### config.mk
export PLATFORM = sky130hd
export DESIGN_NAME = vtc_timing
export DESIGN_NICKNAME = d
export VERILOG_FILES = /design/src/design/vtc_pkg.sv /design/src/design/vtc_skew_line.sv /design/src/design/vtc_timing.sv
export VERILOG_INCLUDE_DIRS = /design/src /design/src/design
export SDC_FILE = /design/constraint.sdc
export NUM_CORES = 1
export LEC_CHECK = 0
export CAP_MARGIN = 5
export CELL_PAD_IN_SITES_DETAIL_PLACEMENT = 1
export CELL_PAD_IN_SITES_GLOBAL_PLACEMENT = 1
export CORE_ASPECT_RATIO = 0.7
export CORE_MARGIN = 8
export CORE_UTILIZATION = 45
export CTS_CLUSTER_SIZE = 40
export DETAILED_ROUTE_END_ITERATION = 8
export DONT_BUFFER_PORTS = 1
export PLACE_DENSITY_LB_ADDON = 0.1
export SKIP_CTS_REPAIR_TIMING = 1
export SLEW_MARGIN = 20
export SYNTH_ARGS = -nofsm -noshare
export SYNTH_HDL_FRONTEND = slang
export SYNTH_SLANG_ARGS = --single-unit
### constraint.sdc
create_clock -name clk -period 2.81 [get_ports clk]
set_input_delay 0.1405 -clock clk [delete_from_list [all_inputs] [get_ports clk]]
set_output_delay 0.1405 -clock clk [all_outputs]
set_load 0.005 [all_outputs]
### src/design/vtc_defs.svh
/*
 holds the select codes, timing word field positions, reset values and fixed counts of the video timing controller.
 assumes it is included by bare name from every design file that needs a constant.
*/
// Operation
// - select 1010 with strobe resets timing chain
// - reset holds counters at even-field top
// - start releases timing chain one line later
// - select 0111 self loads until start command
// - held 1111 self loads after strobe falls
// - removing 1111 ends load, timing one line later
// - scroll 1011 advances first displayed row, wrapping
// - select 0000-0110 stores bus into timing word
// - cursor line/character addresses readable and loadable
// - character slots per line equal N plus one
// - row length code selects 20 to 132
// - sync delay field sets front porch width
// - sync width field sets pulse width
// - skew delays sync/blank and cursor separately
// - interlace: 2X+513 scans, sync every half frame
// - non-interlace: 2X+256 scans per frame
// - vertical sync three lines; data starts N lines later
// - N+1 data rows; last-row field wraps address
// - scans per row N+1, interlace variant N+2
// - self load addresses prom by row select
`ifndef VTC_DEFS_SVH
`define VTC_DEFS_SVH

`define VTC_CMD_CPU_LOAD   4'h7
`define VTC_CMD_RD_ROW     4'h8
`define VTC_CMD_RD_COL     4'h9
`define VTC_CMD_RESET      4'ha
`define VTC_CMD_SCROLL     4'hb
`define VTC_CMD_LD_COL     4'hc
`define VTC_CMD_LD_ROW     4'hd
`define VTC_CMD_START      4'he
`define VTC_CMD_PIN_LOAD   4'hf

`define VTC_WORDS          7
`define VTC_LAST_WORD      4'h6

`define VTC_ILACE_BIT      7
`define VTC_HSW_MSB        6
`define VTC_HSW_LSB        3
`define VTC_HSD_MSB        2
`define VTC_HSD_LSB        0
`define VTC_SPR_MSB        6
`define VTC_SPR_LSB        3
`define VTC_CPR_MSB        2
`define VTC_CPR_LSB        0
`define VTC_SKEW_MSB       7
`define VTC_SKEW_LSB       6
`define VTC_ROWS_MSB       5
`define VTC_ROWS_LSB       0

`define VTC_WORD_RESET     8'h00
`define VTC_CURSOR_RESET   8'h00

`define VTC_ILACE_LAST     10'h200
`define VTC_PROG_LAST      10'h0ff
`define VTC_VSYNC_LINES    2'h3

`define VTC_CPR_0          8'h14
`define VTC_CPR_1          8'h20
`define VTC_CPR_2          8'h28
`define VTC_CPR_3          8'h40
`define VTC_CPR_4          8'h48
`define VTC_CPR_5          8'h50
`define VTC_CPR_6          8'h60
`define VTC_CPR_7          8'h84

`endif

### src/design/vtc_pkg.sv
/*
 holds the types of the video timing controller.
 assumes nothing beyond a compiler that reads packages first.
*/
package vtc_pkg;
    typedef enum logic [4:0] {
        st_run      = 5'h01,
        st_held     = 5'h02,
        st_cpu_load = 5'h04,
        st_pin_load = 5'h08,
        st_release  = 5'h10
    } vtc_state_type;
endpackage

### src/design/vtc_skew_line.sv
/*
 holds a two-stage delay line stepped by the character tick, with a registered tap select of 0, 1 or 2 stages.
 assumes tick is a one-cycle pulse in the clk domain.
*/
`timescale 1ns/1ps
module vtc_skew_line #(
    parameter int W = 1
) (
    input  wire logic         clk,
    input  wire logic         rst,
    input  wire logic         tick,
    input  wire logic [1:0]   sel,
    input  wire logic [W-1:0] d,
    output logic      [W-1:0] q
);
    logic [W-1:0] stage1;
    logic [W-1:0] stage2;
    logic [W-1:0] next_stage1;
    logic [W-1:0] next_stage2;
    logic [W-1:0] next_q;

    always_comb begin
        next_stage1 = tick ? d : stage1;
        next_stage2 = tick ? stage1 : stage2;
        unique case (sel)
            2'h0:    next_q = d;
            2'h1:    next_q = stage1;
            default: next_q = stage2;
        endcase
    end

    always_ff @(posedge clk) begin
        if (rst) begin
            stage1 <= '0;
            stage2 <= '0;
            q      <= '0;
        end else begin
            stage1 <= next_stage1;
            stage2 <= next_stage2;
            q      <= next_q;
        end
    end
endmodule // vtc_skew_line

### src/design/vtc_timing.sv
/*
 holds the command decode, timing words, cursor registers, self load and raster timing chain.
 assumes char_clk, load_strobe, select lines and bus input are synchronous to clk; the strobe is active high.
*/
`timescale 1ns/1ps
`include "vtc_defs.svh"
module vtc_timing #(
    parameter bit ILACE_ROW_PLUS_TWO = 1'b1
) (
    input  wire logic       clk,
    input  wire logic       rst,
    input  wire logic       char_clk,
    input  wire logic       load_strobe,
    input  wire logic [3:0] command_select_lines,
    input  wire logic [7:0] parallel_bus_lines_in,
    output logic      [7:0] parallel_bus_lines_out,
    output logic            parallel_bus_lines_oe_n,
    output logic      [7:0] char_count,
    output logic      [3:0] row_select,
    output logic      [5:0] data_row,
    output logic            field,
    output logic            hsync,
    output logic            vsync,
    output logic            blank,
    output logic            cursor_video
);
    vtc_pkg::vtc_state_type state;
    vtc_pkg::vtc_state_type next_state;

    logic [7:0] timing_word      [`VTC_WORDS];
    logic [7:0] next_timing_word [`VTC_WORDS];
    logic [7:0] cursor_row_position;
    logic [7:0] cursor_column_position;
    logic [7:0] next_cursor_row_position;
    logic [7:0] next_cursor_column_position;
    logic [5:0] first_row;
    logic [5:0] next_first_row;
    logic [7:0] next_bus_out;
    logic       next_bus_oe_n;

    logic       char_prev;
    logic       strobe_prev;
    logic [7:0] hcount;
    logic [9:0] vline;
    logic [3:0] scan;
    logic [5:0] drow;
    logic [5:0] rows_left;
    logic       in_data;
    logic [7:0] since_vs;
    logic [1:0] vs_left;
    logic [7:0] vs_pos;
    logic       fld;
    logic [7:0] next_hcount;
    logic [9:0] next_vline;
    logic [3:0] next_scan;
    logic [5:0] next_drow;
    logic [5:0] next_rows_left;
    logic       next_in_data;
    logic [7:0] next_since_vs;
    logic [1:0] next_vs_left;
    logic [7:0] next_vs_pos;
    logic       next_fld;

    logic       tick;
    logic       strobe_rise;
    logic       strobe_fall;
    logic       hwrap;
    logic       ilace;
    logic       loading;
    logic [7:0] active;
    logic [8:0] hs_begin;
    logic [8:0] hs_end;
    logic [9:0] last_line;
    logic [3:0] spr_last;
    logic [5:0] last_row;
    logic       vs_start;
    logic       hsync_raw;
    logic       blank_raw;
    logic       cursor_raw;
    logic [1:0] skew;
    logic [1:0] sb_sel;
    logic [1:0] cur_sel;

    function automatic logic [7:0] active_chars(input logic [2:0] code);
        unique case (code)
            3'h0: active_chars = `VTC_CPR_0;
            3'h1: active_chars = `VTC_CPR_1;
            3'h2: active_chars = `VTC_CPR_2;
            3'h3: active_chars = `VTC_CPR_3;
            3'h4: active_chars = `VTC_CPR_4;
            3'h5: active_chars = `VTC_CPR_5;
            3'h6: active_chars = `VTC_CPR_6;
            3'h7: active_chars = `VTC_CPR_7;
        endcase
    endfunction

    function automatic logic [5:0] wrap_row(input logic [5:0] r, input logic [5:0] last);
        wrap_row = (r == last) ? 6'h00 : r + 6'h01;
    endfunction

    // strobe is one pin for reads and writes; the select code alone gives direction
    assign tick        = char_clk & ~char_prev;
    assign strobe_rise = load_strobe & ~strobe_prev;
    assign strobe_fall = ~load_strobe & strobe_prev;
    assign hwrap       = tick && (hcount == timing_word[0]);
    assign ilace       = timing_word[1][`VTC_ILACE_BIT];
    assign loading     = (state == vtc_pkg::st_cpu_load) || (state == vtc_pkg::st_pin_load);
    assign active      = active_chars(timing_word[2][`VTC_CPR_MSB:`VTC_CPR_LSB]);
    // zero delay or width is disallowed; such values just give a shifted or empty pulse
    assign hs_begin    = {1'b0, active} + {6'h00, timing_word[1][`VTC_HSD_MSB:`VTC_HSD_LSB]};
    assign hs_end      = hs_begin + {5'h00, timing_word[1][`VTC_HSW_MSB:`VTC_HSW_LSB]};
    assign last_line   = {1'b0, timing_word[3], 1'b0} + (ilace ? `VTC_ILACE_LAST : `VTC_PROG_LAST);
    assign spr_last    = (ilace && ILACE_ROW_PLUS_TWO) ? timing_word[2][`VTC_SPR_MSB:`VTC_SPR_LSB] + 4'h1
                                                       : timing_word[2][`VTC_SPR_MSB:`VTC_SPR_LSB];
    assign last_row    = timing_word[6][`VTC_ROWS_MSB:`VTC_ROWS_LSB];
    assign skew        = timing_word[5][`VTC_SKEW_MSB:`VTC_SKEW_LSB];
    assign sb_sel      = (skew == 2'h3) ? 2'h2 : skew;
    assign cur_sel     = (skew == 2'h3) ? 2'h2 : {1'b0, skew[1]};
    // second field sync lands mid-line so the two fields interleave
    assign vs_start    = (state == vtc_pkg::st_run) && tick && (((hcount == 8'h00) && (vline == 10'h000)) ||
                         (ilace && (vline == {2'h1, timing_word[3]}) && (hcount == {1'b0, timing_word[0][7:1]})));
    assign hsync_raw   = (state == vtc_pkg::st_run) && ({1'b0, hcount} >= hs_begin) && ({1'b0, hcount} < hs_end);
    assign blank_raw   = !in_data || (hcount >= active);
    assign cursor_raw  = in_data && (hcount < active) && ({2'h0, drow} == cursor_row_position)
                         && (hcount == cursor_column_position);

    always_comb begin
        next_state = state;
        unique case (state)
            vtc_pkg::st_run, vtc_pkg::st_held: begin
                if (strobe_rise && command_select_lines == `VTC_CMD_CPU_LOAD) next_state = vtc_pkg::st_cpu_load;
                if (strobe_rise && command_select_lines == `VTC_CMD_START && state == vtc_pkg::st_held)
                    next_state = vtc_pkg::st_release;
            end
            vtc_pkg::st_cpu_load: begin
                if (strobe_rise && command_select_lines == `VTC_CMD_START) next_state = vtc_pkg::st_release;
            end
            vtc_pkg::st_pin_load: begin
                if (command_select_lines != `VTC_CMD_PIN_LOAD) next_state = vtc_pkg::st_release;
            end
            vtc_pkg::st_release: begin
                if (hwrap) next_state = vtc_pkg::st_run;
            end
        endcase
        if (strobe_fall && command_select_lines == `VTC_CMD_PIN_LOAD) next_state = vtc_pkg::st_pin_load;
        if (strobe_rise && command_select_lines == `VTC_CMD_RESET) next_state = vtc_pkg::st_held;
    end

    always_comb begin
        next_timing_word            = timing_word;
        next_cursor_row_position    = cursor_row_position;
        next_cursor_column_position = cursor_column_position;
        next_first_row              = first_row;
        if (strobe_rise && !command_select_lines[3] && command_select_lines != `VTC_CMD_CPU_LOAD)
            next_timing_word[command_select_lines[2:0]] = parallel_bus_lines_in;
        // prom word k is addressed by row select k; captured at the end of that line
        if (loading && hwrap && scan <= `VTC_LAST_WORD) next_timing_word[scan[2:0]] = parallel_bus_lines_in;
        if (strobe_rise && command_select_lines == `VTC_CMD_LD_ROW) next_cursor_row_position = parallel_bus_lines_in;
        if (strobe_rise && command_select_lines == `VTC_CMD_LD_COL)
            next_cursor_column_position = parallel_bus_lines_in;
        if (strobe_rise && command_select_lines == `VTC_CMD_SCROLL) next_first_row = wrap_row(first_row, last_row);
        next_bus_out  = (command_select_lines == `VTC_CMD_RD_ROW) ? cursor_row_position : cursor_column_position;
        next_bus_oe_n = !(load_strobe && (command_select_lines == `VTC_CMD_RD_ROW ||
                                          command_select_lines == `VTC_CMD_RD_COL));
    end

    always_comb begin
        next_hcount    = hcount;
        next_vline     = vline;
        next_scan      = scan;
        next_drow      = drow;
        next_rows_left = rows_left;
        next_in_data   = in_data;
        next_since_vs  = since_vs;
        next_vs_left   = vs_left;
        next_vs_pos    = vs_pos;
        next_fld       = fld;
        if (state == vtc_pkg::st_held) begin
            next_hcount  = 8'h00;
            next_vline   = 10'h000;
            next_scan    = 4'h0;
            next_drow    = 6'h00;
            next_in_data = 1'b0;
            next_vs_left = 2'h0;
            next_fld     = 1'b0;
        end else if (tick) begin
            next_hcount = hwrap ? 8'h00 : hcount + 8'h01;
            if (loading && hwrap) next_scan = scan + 4'h1;
            if (state == vtc_pkg::st_run) begin
                if (vs_left != 2'h0 && hcount == vs_pos) next_vs_left = vs_left - 2'h1;
                if (hwrap) begin
                    next_vline    = (vline == last_line) ? 10'h000 : vline + 10'h001;
                    next_since_vs = (since_vs == 8'hff) ? since_vs : since_vs + 8'h01;
                    if (in_data) begin
                        if (scan == spr_last) begin
                            next_scan = 4'h0;
                            if (rows_left == 6'h00) next_in_data = 1'b0;
                            else begin
                                next_rows_left = rows_left - 6'h01;
                                next_drow      = wrap_row(drow, last_row);
                            end
                        end else next_scan = scan + 4'h1;
                    end
                    if (since_vs + 8'h01 == timing_word[4] && timing_word[4] != 8'h00) begin
                        next_in_data   = 1'b1;
                        next_scan      = 4'h0;
                        next_drow      = first_row;
                        next_rows_left = timing_word[5][`VTC_ROWS_MSB:`VTC_ROWS_LSB];
                    end
                end
                if (vs_start) begin
                    next_vs_left  = `VTC_VSYNC_LINES;
                    next_vs_pos   = hcount;
                    next_since_vs = 8'h00;
                    next_fld      = ilace ? ~fld : 1'b0;
                    if (timing_word[4] == 8'h00) begin
                        next_in_data   = 1'b1;
                        next_scan      = 4'h0;
                        next_drow      = first_row;
                        next_rows_left = timing_word[5][`VTC_ROWS_MSB:`VTC_ROWS_LSB];
                    end
                end
            end else begin
                // a stopped chain must not leave vertical sync stuck high
                next_vs_left = 2'h0;
                if (!loading) begin
                    next_vline   = 10'h000;
                    next_scan    = 4'h0;
                    next_in_data = 1'b0;
                end
            end
        end
    end

    always_ff @(posedge clk) begin
        if (rst) begin
            state <= vtc_pkg::st_held;
            for (int i = 0; i < `VTC_WORDS; i++) begin
                timing_word[i] <= `VTC_WORD_RESET;
            end
            cursor_row_position     <= `VTC_CURSOR_RESET;
            cursor_column_position  <= `VTC_CURSOR_RESET;
            first_row               <= 6'h00;
            parallel_bus_lines_out  <= 8'h00;
            parallel_bus_lines_oe_n <= 1'b1;
        end else begin
            state                   <= next_state;
            timing_word             <= next_timing_word;
            cursor_row_position     <= next_cursor_row_position;
            cursor_column_position  <= next_cursor_column_position;
            first_row               <= next_first_row;
            parallel_bus_lines_out  <= next_bus_out;
            parallel_bus_lines_oe_n <= next_bus_oe_n;
        end
    end

    always_ff @(posedge clk) begin
        if (rst) begin
            char_prev   <= 1'b0;
            strobe_prev <= 1'b0;
            hcount      <= 8'h00;
            vline       <= 10'h000;
            scan        <= 4'h0;
            drow        <= 6'h00;
            rows_left   <= 6'h00;
            in_data     <= 1'b0;
            since_vs    <= 8'h00;
            vs_left     <= 2'h0;
            vs_pos      <= 8'h00;
            fld         <= 1'b0;
        end else begin
            char_prev   <= char_clk;
            strobe_prev <= load_strobe;
            hcount      <= next_hcount;
            vline       <= next_vline;
            scan        <= next_scan;
            drow        <= next_drow;
            rows_left   <= next_rows_left;
            in_data     <= next_in_data;
            since_vs    <= next_since_vs;
            vs_left     <= next_vs_left;
            vs_pos      <= next_vs_pos;
            fld         <= next_fld;
        end
    end

    assign char_count = hcount;
    assign row_select = scan;
    assign data_row   = drow;
    assign field      = fld;
    assign vsync      = (vs_left != 2'h0);

    // sync and blank share one skew, cursor has its own
    vtc_skew_line #(.W(2)) u_sync_skew (
        .clk  (clk),
        .rst  (rst),
        .tick (tick),
        .sel  (sb_sel),
        .d    ({hsync_raw, blank_raw}),
        .q    ({hsync, blank})
    );

    vtc_skew_line #(.W(1)) u_cursor_skew (
        .clk  (clk),
        .rst  (rst),
        .tick (tick),
        .sel  (cur_sel),
        .d    (cursor_raw),
        .q    (cursor_video)
    );
endmodule // vtc_timing

==> results of run 1 <==
synth_stat cells (24+ instances only):
cell,number
nand2_1,80
clkbuf_1,37
nand3_1,39
ha_1,53
xnor2_1,62
dfxtp_1,160
inv_1,33
nor3_1,24
a21oi_1,52
xor2_1,54
mux2i_1,83
nor2_1,155
cell families after synthesis:
kind of cell,after synthesis,share of synthesized area
AND/OR/NAND/NOR,404,0.203
AO/OA/AOI/OAI,186,0.137
flip-flops,160,0.337
XOR/XNOR,116,0.107
buffers and inverters,100,0.0438
multiplexers,90,0.0970
adder cells (fa/ha/maj),55,0.0741
layout make-up:
type	count	area, sq um	area share
Antenna cell	2	5.00	0.000446
Clock buffer	20	457	0.0407
Clock inverter	10	125	0.0112
Inverter	37	139	0.0124
Multi-Input combinational cell	851	6100	0.544
Sequential cell	160	3210	0.286
Tap cell	276	345	0.0308
Timing Repair Buffer	100	835	0.0744
layer usage:
| metal | global-route usage | share of wire | wire length, um |
|---|---|---|---|
| met2 | 0.367 | 0.43 | 14300 |
| met3 | 0.0625 | 0.064 | 2110 |
| met4 | 0.0550 | 0.016 | 511 |
| met1 | 0.340 | 0.49 | 16000 |
| met5 | 0 | 0 | 0 |
state kept, by name, indices dropped and copies added (netlist names), 8 cells and up:
name                    count
since_vs                    8
vline                      10
cursor_column_position      8
cursor_row_position         8
timing_word                44
char_count                  8
parallel_bus_lines_out      8
vs_pos                      8
worst min path at each step:
stage                                              end  slack, ns  cells after the start
finish                     u_sync_skew.q[1]$_SDFF_PP0_      0.003                      3
CTS                 parallel_bus_lines_oe_n$_SDFF_PP1_      -0.24                      1
global route               u_sync_skew.q[1]$_SDFF_PP0_       0.02                      3
floorplan           parallel_bus_lines_oe_n$_SDFF_PP1_       0.21                      1
global placement    parallel_bus_lines_oe_n$_SDFF_PP1_       0.22                      1
detailed placement  parallel_bus_lines_oe_n$_SDFF_PP1_       0.23                      1
stage by stage:
step | setup TNS [ns] | setup WS, ns | hold WS [ns] | std cells
finish | 0 | 0.0475 | 0.00299 | 1456
global route | -0.178 | -0.0823 | 0.0162 | 1455
CTS | -0.0773 | -0.0495 | -0.236 | 1424
detailed placement | 0 | 0.0107 | 0.225 | 1394
global placement | 0 | 0.0772 | 0.218 | 1394
floorplan | 0 | 0.0391 | 0.212 | 1111
worst reg2reg max path: stages, from the launching register on:
cell and delay, ns:
dfxtp_2 0.36, ha_4 0.19, xor2_4 0.18, ha_4 0.28
a21oi_1 0.07, nand2_2 0.07, or3b_4 0.37, or2_1 0.25
nand2_1 0.07, ha_1 0.22, o21a_1 0.18, o22ai_2 0.11
o21ai_2 0.09, o31ai_1 0.23
power by group:
group	switching [mW]	internal (mW)	leakage (nW)
Clock	1.01	1.36	0.284
Combinational	0.532	0.285	3.00
Sequential	0.0472	2.31	1.29
==> flow_summary.ini, run 1 <==
[setup_path]
critPathRequiredTime_ns = 3.16
critPathLaunch = active[2]$_DFF_P_
critPathKind = reg2reg
r2r_slack_ns = 0.05
worstReg2RegStart = active[2]$_DFF_P_
crit_buf_inv = 0
ff2ff_path_depth = 13
start_kind = flip-flop
crit_end = u_sync_skew.q[1]$_SDFF_PP0_
cp_slowest_cell = or3b_4
crit_top_cell = ha_4
cp_max_fo = 3
cp-end-kind = flip-flop
r2r-end = u_sync_skew.q[1]$_SDFF_PP0_
path_cells = ha_4 > xor2_4 > ha_4 > a21oi_1 > nand2_2 > or3b_4 > or2_1 > nand2_1 > ha_1 > o21a_1 > o22ai_2 > o21ai_2 > o31ai_1
worstPathArrival_ns = 3.11
cpPeakStageDelay_ns = 0.37
critical_path.top_delay_family = simple AND/OR/NAND/NOR gates
crit_cells = 13

[sta]
finalMaxSlewViolations = 0
max_freq_mhz = 362
slew_headroom = 0.427
setup_viol = 0
skew_ns = 0.0117
period_needed_ns = 2.76
post-route-period-util = 0.983
rsz0062_at_grt = true
worst_pin_slew_ns = 0.853
hold_violations = 0

[routing]
routed_wl_um = 32900
vias = 8493
drt-vias-per-instance = 5.83
drtAntennaViolNets = 0
dr.pass1.iters = 5
drt_iter0_markers = 536
wire_per_inst_um = 22.6
drc = 0

[global_routing]
grt_pass1_vias = 8408
grtUsageTotal = 0.242
antenna_found_initial = 1
grt_max_degree = 106
grt_pass1_wl_um = 48900
overflow = 0

[logic_synthesis]
synth_cells = 1111
synth_ff_type = dfxtp_1
ys_seq_area_frac = 0.337
syn_area_sq_um = 9490
synth_edf_count = 0
synth-seq-cells = 160
syn-num-nets = 1182
synth_top_cell_area_share = 0.337
synth_warnings = 0
yosysTopAreaCell = dfxtp_1
synthArstFlopShare = 0
ys_types = 74
synthTopCellsByArea = dfxtp_1 (34%), mux2i_1 (8.8%), ha_1 (7.0%), nor2_1 (6.1%), xnor2_1 (5.7%)
syn_area_per_cell_sq_um = 8.54

[placement]
dpl_cell_area_sq_um = 10100
hpwl_um = 22900
io_buffers = 0
gp_congestion = 0.908

[finish]
area_growth_pct = 18.2
design_area_sq_um = 11200
mostFrequentLayoutCells = dfxtp_1 (157), nor2_1 (154), mux2i_1 (83), nand2_1 (79), buf_4 (74)
fin_nets = 1238
nFillCells = 2420
final_common_cell = dfxtp_1
drive_above_1_share = 0.132
finish.utilization = 0.542

[floorplanning]
fp.dieH_um = 138
core-area_sq_um = 20700
die_w_um = 190
start_util = 0.459
dieArea_sq_um = 26100
ioPinCount = 48
fp-row-count = 44

[power]
finalPower_mw = 5.55
power-per-cell-area_nw_per_um2 = 495
leakagePower_nw = 4.58
peakVddDrop_v = 0.000448

[clocking]
cts_buffers = 17
cts.sinks = 160
clk_root_buffer_cell = clkbuf_16
worstSkewPairLatency_ns = 0.44
cts_buffer_depth = 2
cts.clk_slew.worst_paths_ns = 0.07
tritoncts = done
cts_max_level = 4

[worst_hold_path]
hp-class = in2reg
hp-start = rst

[job]
drv_cap = 0

[run_status]
outcome = finished, final reports clean
(Power assumes the default switching activity.)
==> inputs of run 2 (changes only) <==
Settings changed: GPL_TIMING_DRIVEN from default to 0.
==> run 2 against run 1 <==
Net effect: the flow now finishes with violations (negative hold slack, negative setup slack); non-clock buffer count grew 3; clock power is essentially flat; global-route usage down 0.058 points; largest power group is now registers; routed wire length increased by 1.6%; clock-buffer cell count fell by 1; worst setup slack worse by 0.17 ns; first-iteration DRC count increased by 7.8%; sequential power is essentially flat; sequential share of layout area fell by 0.33 points; final area rose by 2.3%; register-to-register slack got worse by 0.17 ns.
==> flow_summary.ini, run 2 (synthesis results as in run 1) <==
[clocking]
tritoncts = done
cts_buffer_depth = 2
clk_root_buffer_cell = clkbuf_16
cts_max_level = 4
cts.clk_slew.worst_paths_ns = 0.07
cts_buffers = 17
worstSkewPairLatency_ns = 0.44
cts.sinks = 160

[finish]
final_common_cell = nor2_1
regArea_sq_um = 3240
largest_reg_flops = 44
nFillCells = 2385
drive_above_1_share = 0.167
largest_register = timing_word
design_area_sq_um = 11500
top_regs = timing_word (44), vline (10)
antenna_cells = 0
multi_input_area_sq_um = 6390
instances_no_fill = 1459
fin_nets = 1241
area_growth_pct = 20.9
mostFrequentLayoutCells = nor2_1 (150), dfxtp_1 (146), mux2i_1 (81), nand2_1 (77), xnor2_1 (55)

[sta]
hold_violations = 2
worst_pin_slew_ns = 1.17
max_freq_mhz = 341
rsz0062_at_grt = true
worst_slack_ns = -0.121
holdWs_ns = -0.0317
finalMaxSlewViolations = 0
setup_viol = 15
slew_headroom = 0.214
skew_ns = 0.0103
post-route-period-util = 1.04
period_needed_ns = 2.93

[floorplanning]
fp.dieH_um = 138
ioPinCount = 48
start_util = 0.459
core-area_sq_um = 20700
die_w_um = 190
fp-row-count = 44
dieArea_sq_um = 26100

[global_routing]
grt_pass1_vias = 8362
grt_pass1_wl_um = 48500
grtUsageTotal = 0.241
overflow = 0
antenna_found_initial = 0
grt_max_degree = 17

[routing]
drtAntennaViolNets = 0
routed_wl_um = 33400
drc = 0
wire_per_inst_um = 22.9
vias = 8588
drt_iter0_markers = 578
drt-vias-per-instance = 5.89
dr.pass1.iters = 8

[power]
combPwrFrac = 0.153
finalPower_mw = 5.55
p_int_mw = 3.84
power_switching_mw = 1.71
swShare = 0.307
clock_power_share = 0.421
p_seq_frac = 0.426
leakagePower_nw = 4.55
peakVddDrop_v = 0.000548
power-per-cell-area_nw_per_um2 = 484

[placement]
pre_cts_ws_ns = -0.803
gp_congestion = 0.874
dpl_cell_area_sq_um = 9840
place_inst = 1387
hpwl_um = 23200
io_buffers = 0

[setup_path]
cp-end-kind = flip-flop
ff2ff_path_depth = 13
r2r_slack_ns = -0.12
critPathRequiredTime_ns = 3.15
r2r-end = u_sync_skew.q[1]$_SDFF_PP0_
start_kind = flip-flop
worstReg2RegStart = active[2]$_DFF_P_
cp_max_fo = 3
critPathKind = reg2reg
worstPathArrival_ns = 3.28

[run_status]
violations = negative hold slack, negative setup slack
outcome = complete, but fails checks

[worst_hold_path]
hp-class = in2reg
whs_path_depth = 3
min_to = rows_left[4]$_SDFFE_PP0P_
hp-start = rst

[job]
drv_cap = 0
## run 2: cell types whose count changed in the layout (fill, tap and decap cells not counted), moves of 5 or more
cell / delta
clkbuf_1: +28
buf_2: +5
dlygate4sd3_1: -19
buf_4: -39
buf_6: +7
buf_1: +8
xnor2_1: -6
buf_12: +8
dfxtp_4: +9
dfxtp_1: -11
xnor2_2: +5
## run 2: final cells by class
| class | count | area share |
|---|---|---|
| buffer | 59 | 0.0341 |
| timing repair buffer | 44 | 0.0341 |
| multi-input combinational | 851 | 0.557 |
| sequential | 160 | 0.283 |
| clock buffer | 19 | 0.0386 |
| tap | 276 | 0.0301 |
| inverter | 37 | 0.0130 |
| clock inverter | 13 | 0.0110 |
## run 2: worst max-delay path: stages (launching register included)
cell     delay [ns]
dfxtp_2        0.39
ha_4           0.19
xor2_4         0.26
ha_4           0.20
nand3_2        0.08
nand2_2        0.09
or3b_4         0.38
or2_4          0.27
nand2_4        0.06
ha_4           0.19
o21a_1         0.17
o22ai_2        0.11
o21ai_2        0.12
o31ai_2        0.31
## run 2: worst max-delay path by stage
stage | from | end | depth (start not counted)
6_report | active[2]$_DFF_P_ | u_sync_skew.q[1]$_SDFF_PP0_ | 13
4_1_cts | char_count[5]$_SDFFE_PP0P_ | active[5]$_DFF_P_ | 12
3_5_place_dp | char_count[4]$_SDFFE_PP0P_ | active[5]$_DFF_P_ | 12
5_1_grt | ilace$_SDFF_PP0_ | vline[7]$_SDFFE_PP0P_ | 15
2_1_floorplan | ilace$_SDFF_PP0_ | vline[3]$_SDFFE_PP0P_ | 14
3_3_place_gp | char_count[5]$_SDFFE_PP0P_ | active[5]$_DFF_P_ | 12
## run 2: metrics by stage
stage / util / TNS, ns
global route: 0.554 / -3.81
detailed placement: 0.475 / -33.96
CTS: 0.503 / -37.43
global placement: 0.475 / -33.82
finish: 0.554 / -0.853
floorplan: - / 0
## run 2: layer usage
layer,part of all wire,track usage,up-vias
met5,0,0,-
met4,0.015,0.0675,0
met3,0.050,0.0564,38
met2,0.45,0.368,212
met1,0.48,0.337,4324
li1,-,-,4014
## run 2: power by group through the flow
stage	Combinational, mW	Clock [mW]	Sequential [mW]
after floorplan	0.473	0	2.40
after global placement	0.705	0	2.41
after detailed placement	0.713	0	2.41
after CTS	0.718	2.36	2.36
after global routing	0.910	2.45	2.37
final	0.849	2.34	2.36
==> inputs of run 3 (changes only) <==
Settings changed: SYNTH_HIERARCHICAL from default to 1.
==> run 3 against run 2 <==
Net effect: the run ends with negative setup slack left; first-iteration DRC count is 4.8% lower; register-to-register slack worse by 0.07 ns; sequential share of layout area decreased by 0.75 points; sequential power about the same; die area grew 2.0%; hold slack gained 0.11 ns; global-route usage decreased by 0.28 points; synthesized area increased by 2.2%; combinational power is 15% higher; total power rose by 2.0%; flip-flop and latch count stayed put; via count up 3.3%; critical endpoint is now u_sync_skew/stage1[1]$_SDFFE_PP0P_; largest cell class unchanged; largest power group unchanged.
==> flow_summary.ini, run 3 <==
[floorplanning]
die_w_um = 191
dieArea_sq_um = 26600
ioPinCount = 48
start_util = 0.453
core-area_sq_um = 21400
fp.dieH_um = 139
fp-row-count = 45

[clocking]
cts_buffers = 17
cts.sinks = 160
cts_buffer_depth = 2
clk_root_buffer_cell = clkbuf_16
worstSkewPairLatency_ns = 0.45
tritoncts = done
cts.clk_slew.worst_paths_ns = 0.07
cts_max_level = 4

[sta]
worst_slack_ns = -0.187
rsz0062_at_grt = true
slew_headroom = 0.311
worst_pin_slew_ns = 1.02
post-route-period-util = 1.07
skew_ns = 0.0130
finalMaxSlewViolations = 0
period_needed_ns = 3.00
max_freq_mhz = 334
setup_viol = 15
holdWs_ns = 0.0757
hold_violations = 0

[logic_synthesis]
syn_area_per_cell_sq_um = 8.46
synth_top_cell_area_share = 0.330
synth-seq-cells = 160
syn-num-nets = 1218
ys_seq_area_frac = 0.330
yosysTopAreaCell = dfxtp_1
synth_common_cells = dfxtp_1 (160), nor2_1 (149), mux2i_1 (84), nand2_1 (83), xnor2_1 (79)
synth_warnings = 6
yosysMostFrequentCell = dfxtp_1
synth_ff_type = dfxtp_1
syn_area_sq_um = 9700
synthArstFlopShare = 0
ys_types = 78
synth_edf_count = 0
synthTopCellsByArea = dfxtp_1 (33%), mux2i_1 (8.7%), xnor2_1 (7.1%), ha_1 (6.8%), nor2_1 (5.8%)
synth_cells = 1147

[finish]
area_growth_pct = 22.0
largest_reg_flops = 44
drive_above_1_share = 0.177
mostFrequentLayoutCells = dfxtp_1 (145), nor2_1 (142), nand2_1 (82), mux2i_1 (81), xnor2_1 (65)
finish.utilization = 0.553
antenna_cells = 0
largest_register = timing_word
final_common_cell = dfxtp_1
top_regs = timing_word (44), vline (10)
fin_nets = 1288

[routing]
drc = 0
drt-vias-per-instance = 5.87
dr.pass1.iters = 5
wire_per_inst_um = 23.2
routed_wl_um = 35100
drtAntennaViolNets = 0
vias = 8870
drt_iter0_markers = 550

[global_routing]
grt_pass1_wl_um = 49200
grt_max_degree = 17
overflow = 0
grtUsageTotal = 0.239
grt_pass1_vias = 8397
antenna_found_initial = 0

[job]
drv_cap = 0

[setup_path]
cp-end-kind = flip-flop
start_kind = flip-flop
critical_path.top_delay_family = compound AO/OA/AOI/OAI gates
critPathRequiredTime_ns = 3.14
critPathKind = reg2reg
path_cells = ha_4 > ha_4 > a21o_1 > a21oi_2 > nor2_2 > xor2_1 > ha_1 > o21ai_2 > o21bai_1 > a31oi_2 > o211a_4 > buf_6 > mux2i_1 > nor2_1
crit_top_cell = ha_4
crit_buf_inv = 1
cpPeakStageDelay_ns = 0.38
cp_max_fo = 3
worstPathArrival_ns = 3.33
cp_slowest_cell = dfxtp_4

[power]
leakagePower_nw = 4.54
power-per-cell-area_nw_per_um2 = 478
peakVddDrop_v = 0.000359

[run_status]
outcome = complete, but fails checks
violations = negative setup slack

[worst_hold_path]
hp-class = in2reg

[placement]
hpwl_um = 23800
io_buffers = 0
gp_congestion = 0.884
[run 3: worst paths after layout]
path                                         startpoint                                 end  slack [ns]  cells after the start
worst min register to register   vs_pos[7]$_SDFFE_PP0P_              vs_pos[7]$_SDFFE_PP0P_        0.47                      2
worst max-delay path                  active[2]$_DFF_P_  u_sync_skew/stage1[1]$_SDFFE_PP0P_       -0.19                     14
worst max register to register        active[2]$_DFF_P_  u_sync_skew/stage1[1]$_SDFFE_PP0P_       -0.19                     14
worst min-delay path            command_select_lines[3]               state[3]$_SDFFE_PP0P_        0.08                      4
[run 3: area by class of cell]
class,instances,area (sq um)
fill,2473,9560
clock inverter,13,129
sequential,160,3250
tap,282,353
clock buffer,19,433
inverter,42,161
buffer,67,428
multi-input combinational,875,6600
timing repair buffer,54,470
[run 3: worst register-to-register path, cell delays in order, from the launching register on]
cell      delay [ns]
dfxtp_4         0.38
ha_4            0.27
ha_4            0.25
a21o_1          0.21
a21oi_2         0.19
nor2_2          0.08
xor2_1          0.18
ha_1            0.34
o21ai_2         0.07
o21bai_1        0.18
a31oi_2         0.15
o211a_4         0.30
buf_6           0.12
mux2i_1         0.14
nor2_1          0.05
[run 3: layer usage]
| layer | up-vias | GRT usage | share of wire |
|---|---|---|---|
| met2 | 239 | 0.359 | 0.45 |
| met1 | 4413 | 0.341 | 0.46 |
| li1 | 4156 | - | - |
| met3 | 62 | 0.0394 | 0.055 |
| met4 | 0 | 0.0743 | 0.028 |
| met5 | - | 0 | 0 |
[run 3: through the flow]
stage / setup slack (ns) / area, sq um / setup TNS [ns] / cells / total power [mW]
final: -0.187 / 11800 / -1.40 / 1512 / 5.66
after floorplan: -0.0653 / 9790 / -0.374 / 1147 / 2.95
after detailed placement: -0.688 / 10200 / -29.02 / 1429 / 3.24
after CTS: -0.746 / 10700 / -32.32 / 1461 / 5.53
after global routing: -0.314 / 11800 / -3.37 / 1512 / 5.85
after global placement: -0.724 / 10100 / -28.41 / 1429 / 3.22
[run 3: cells by family (layout without fill, tap and decap cells)]
| kind of cell | count (synthesis) | count (layout) | synth area share |
|---|---|---|---|
| buffers and inverters | 113 | 195 | 0.0493 |
| muxes | 88 | 88 | 0.0913 |
| and+or+nand+nor | 431 | 432 | 0.215 |
| xor gates and xnor gates | 122 | 122 | 0.112 |
| adders and majority gates | 55 | 55 | 0.0725 |
| DFF | 160 | 160 | 0.330 |
| AOI/OAI and AO/OA | 178 | 178 | 0.130 |
[run 3: where the power goes]
group	switching [mW]	internal, mW	leakage (nW)
sequential	0.0607	2.31	1.30
clock	1.07	1.24	0.263
combinational	0.654	0.325	2.97
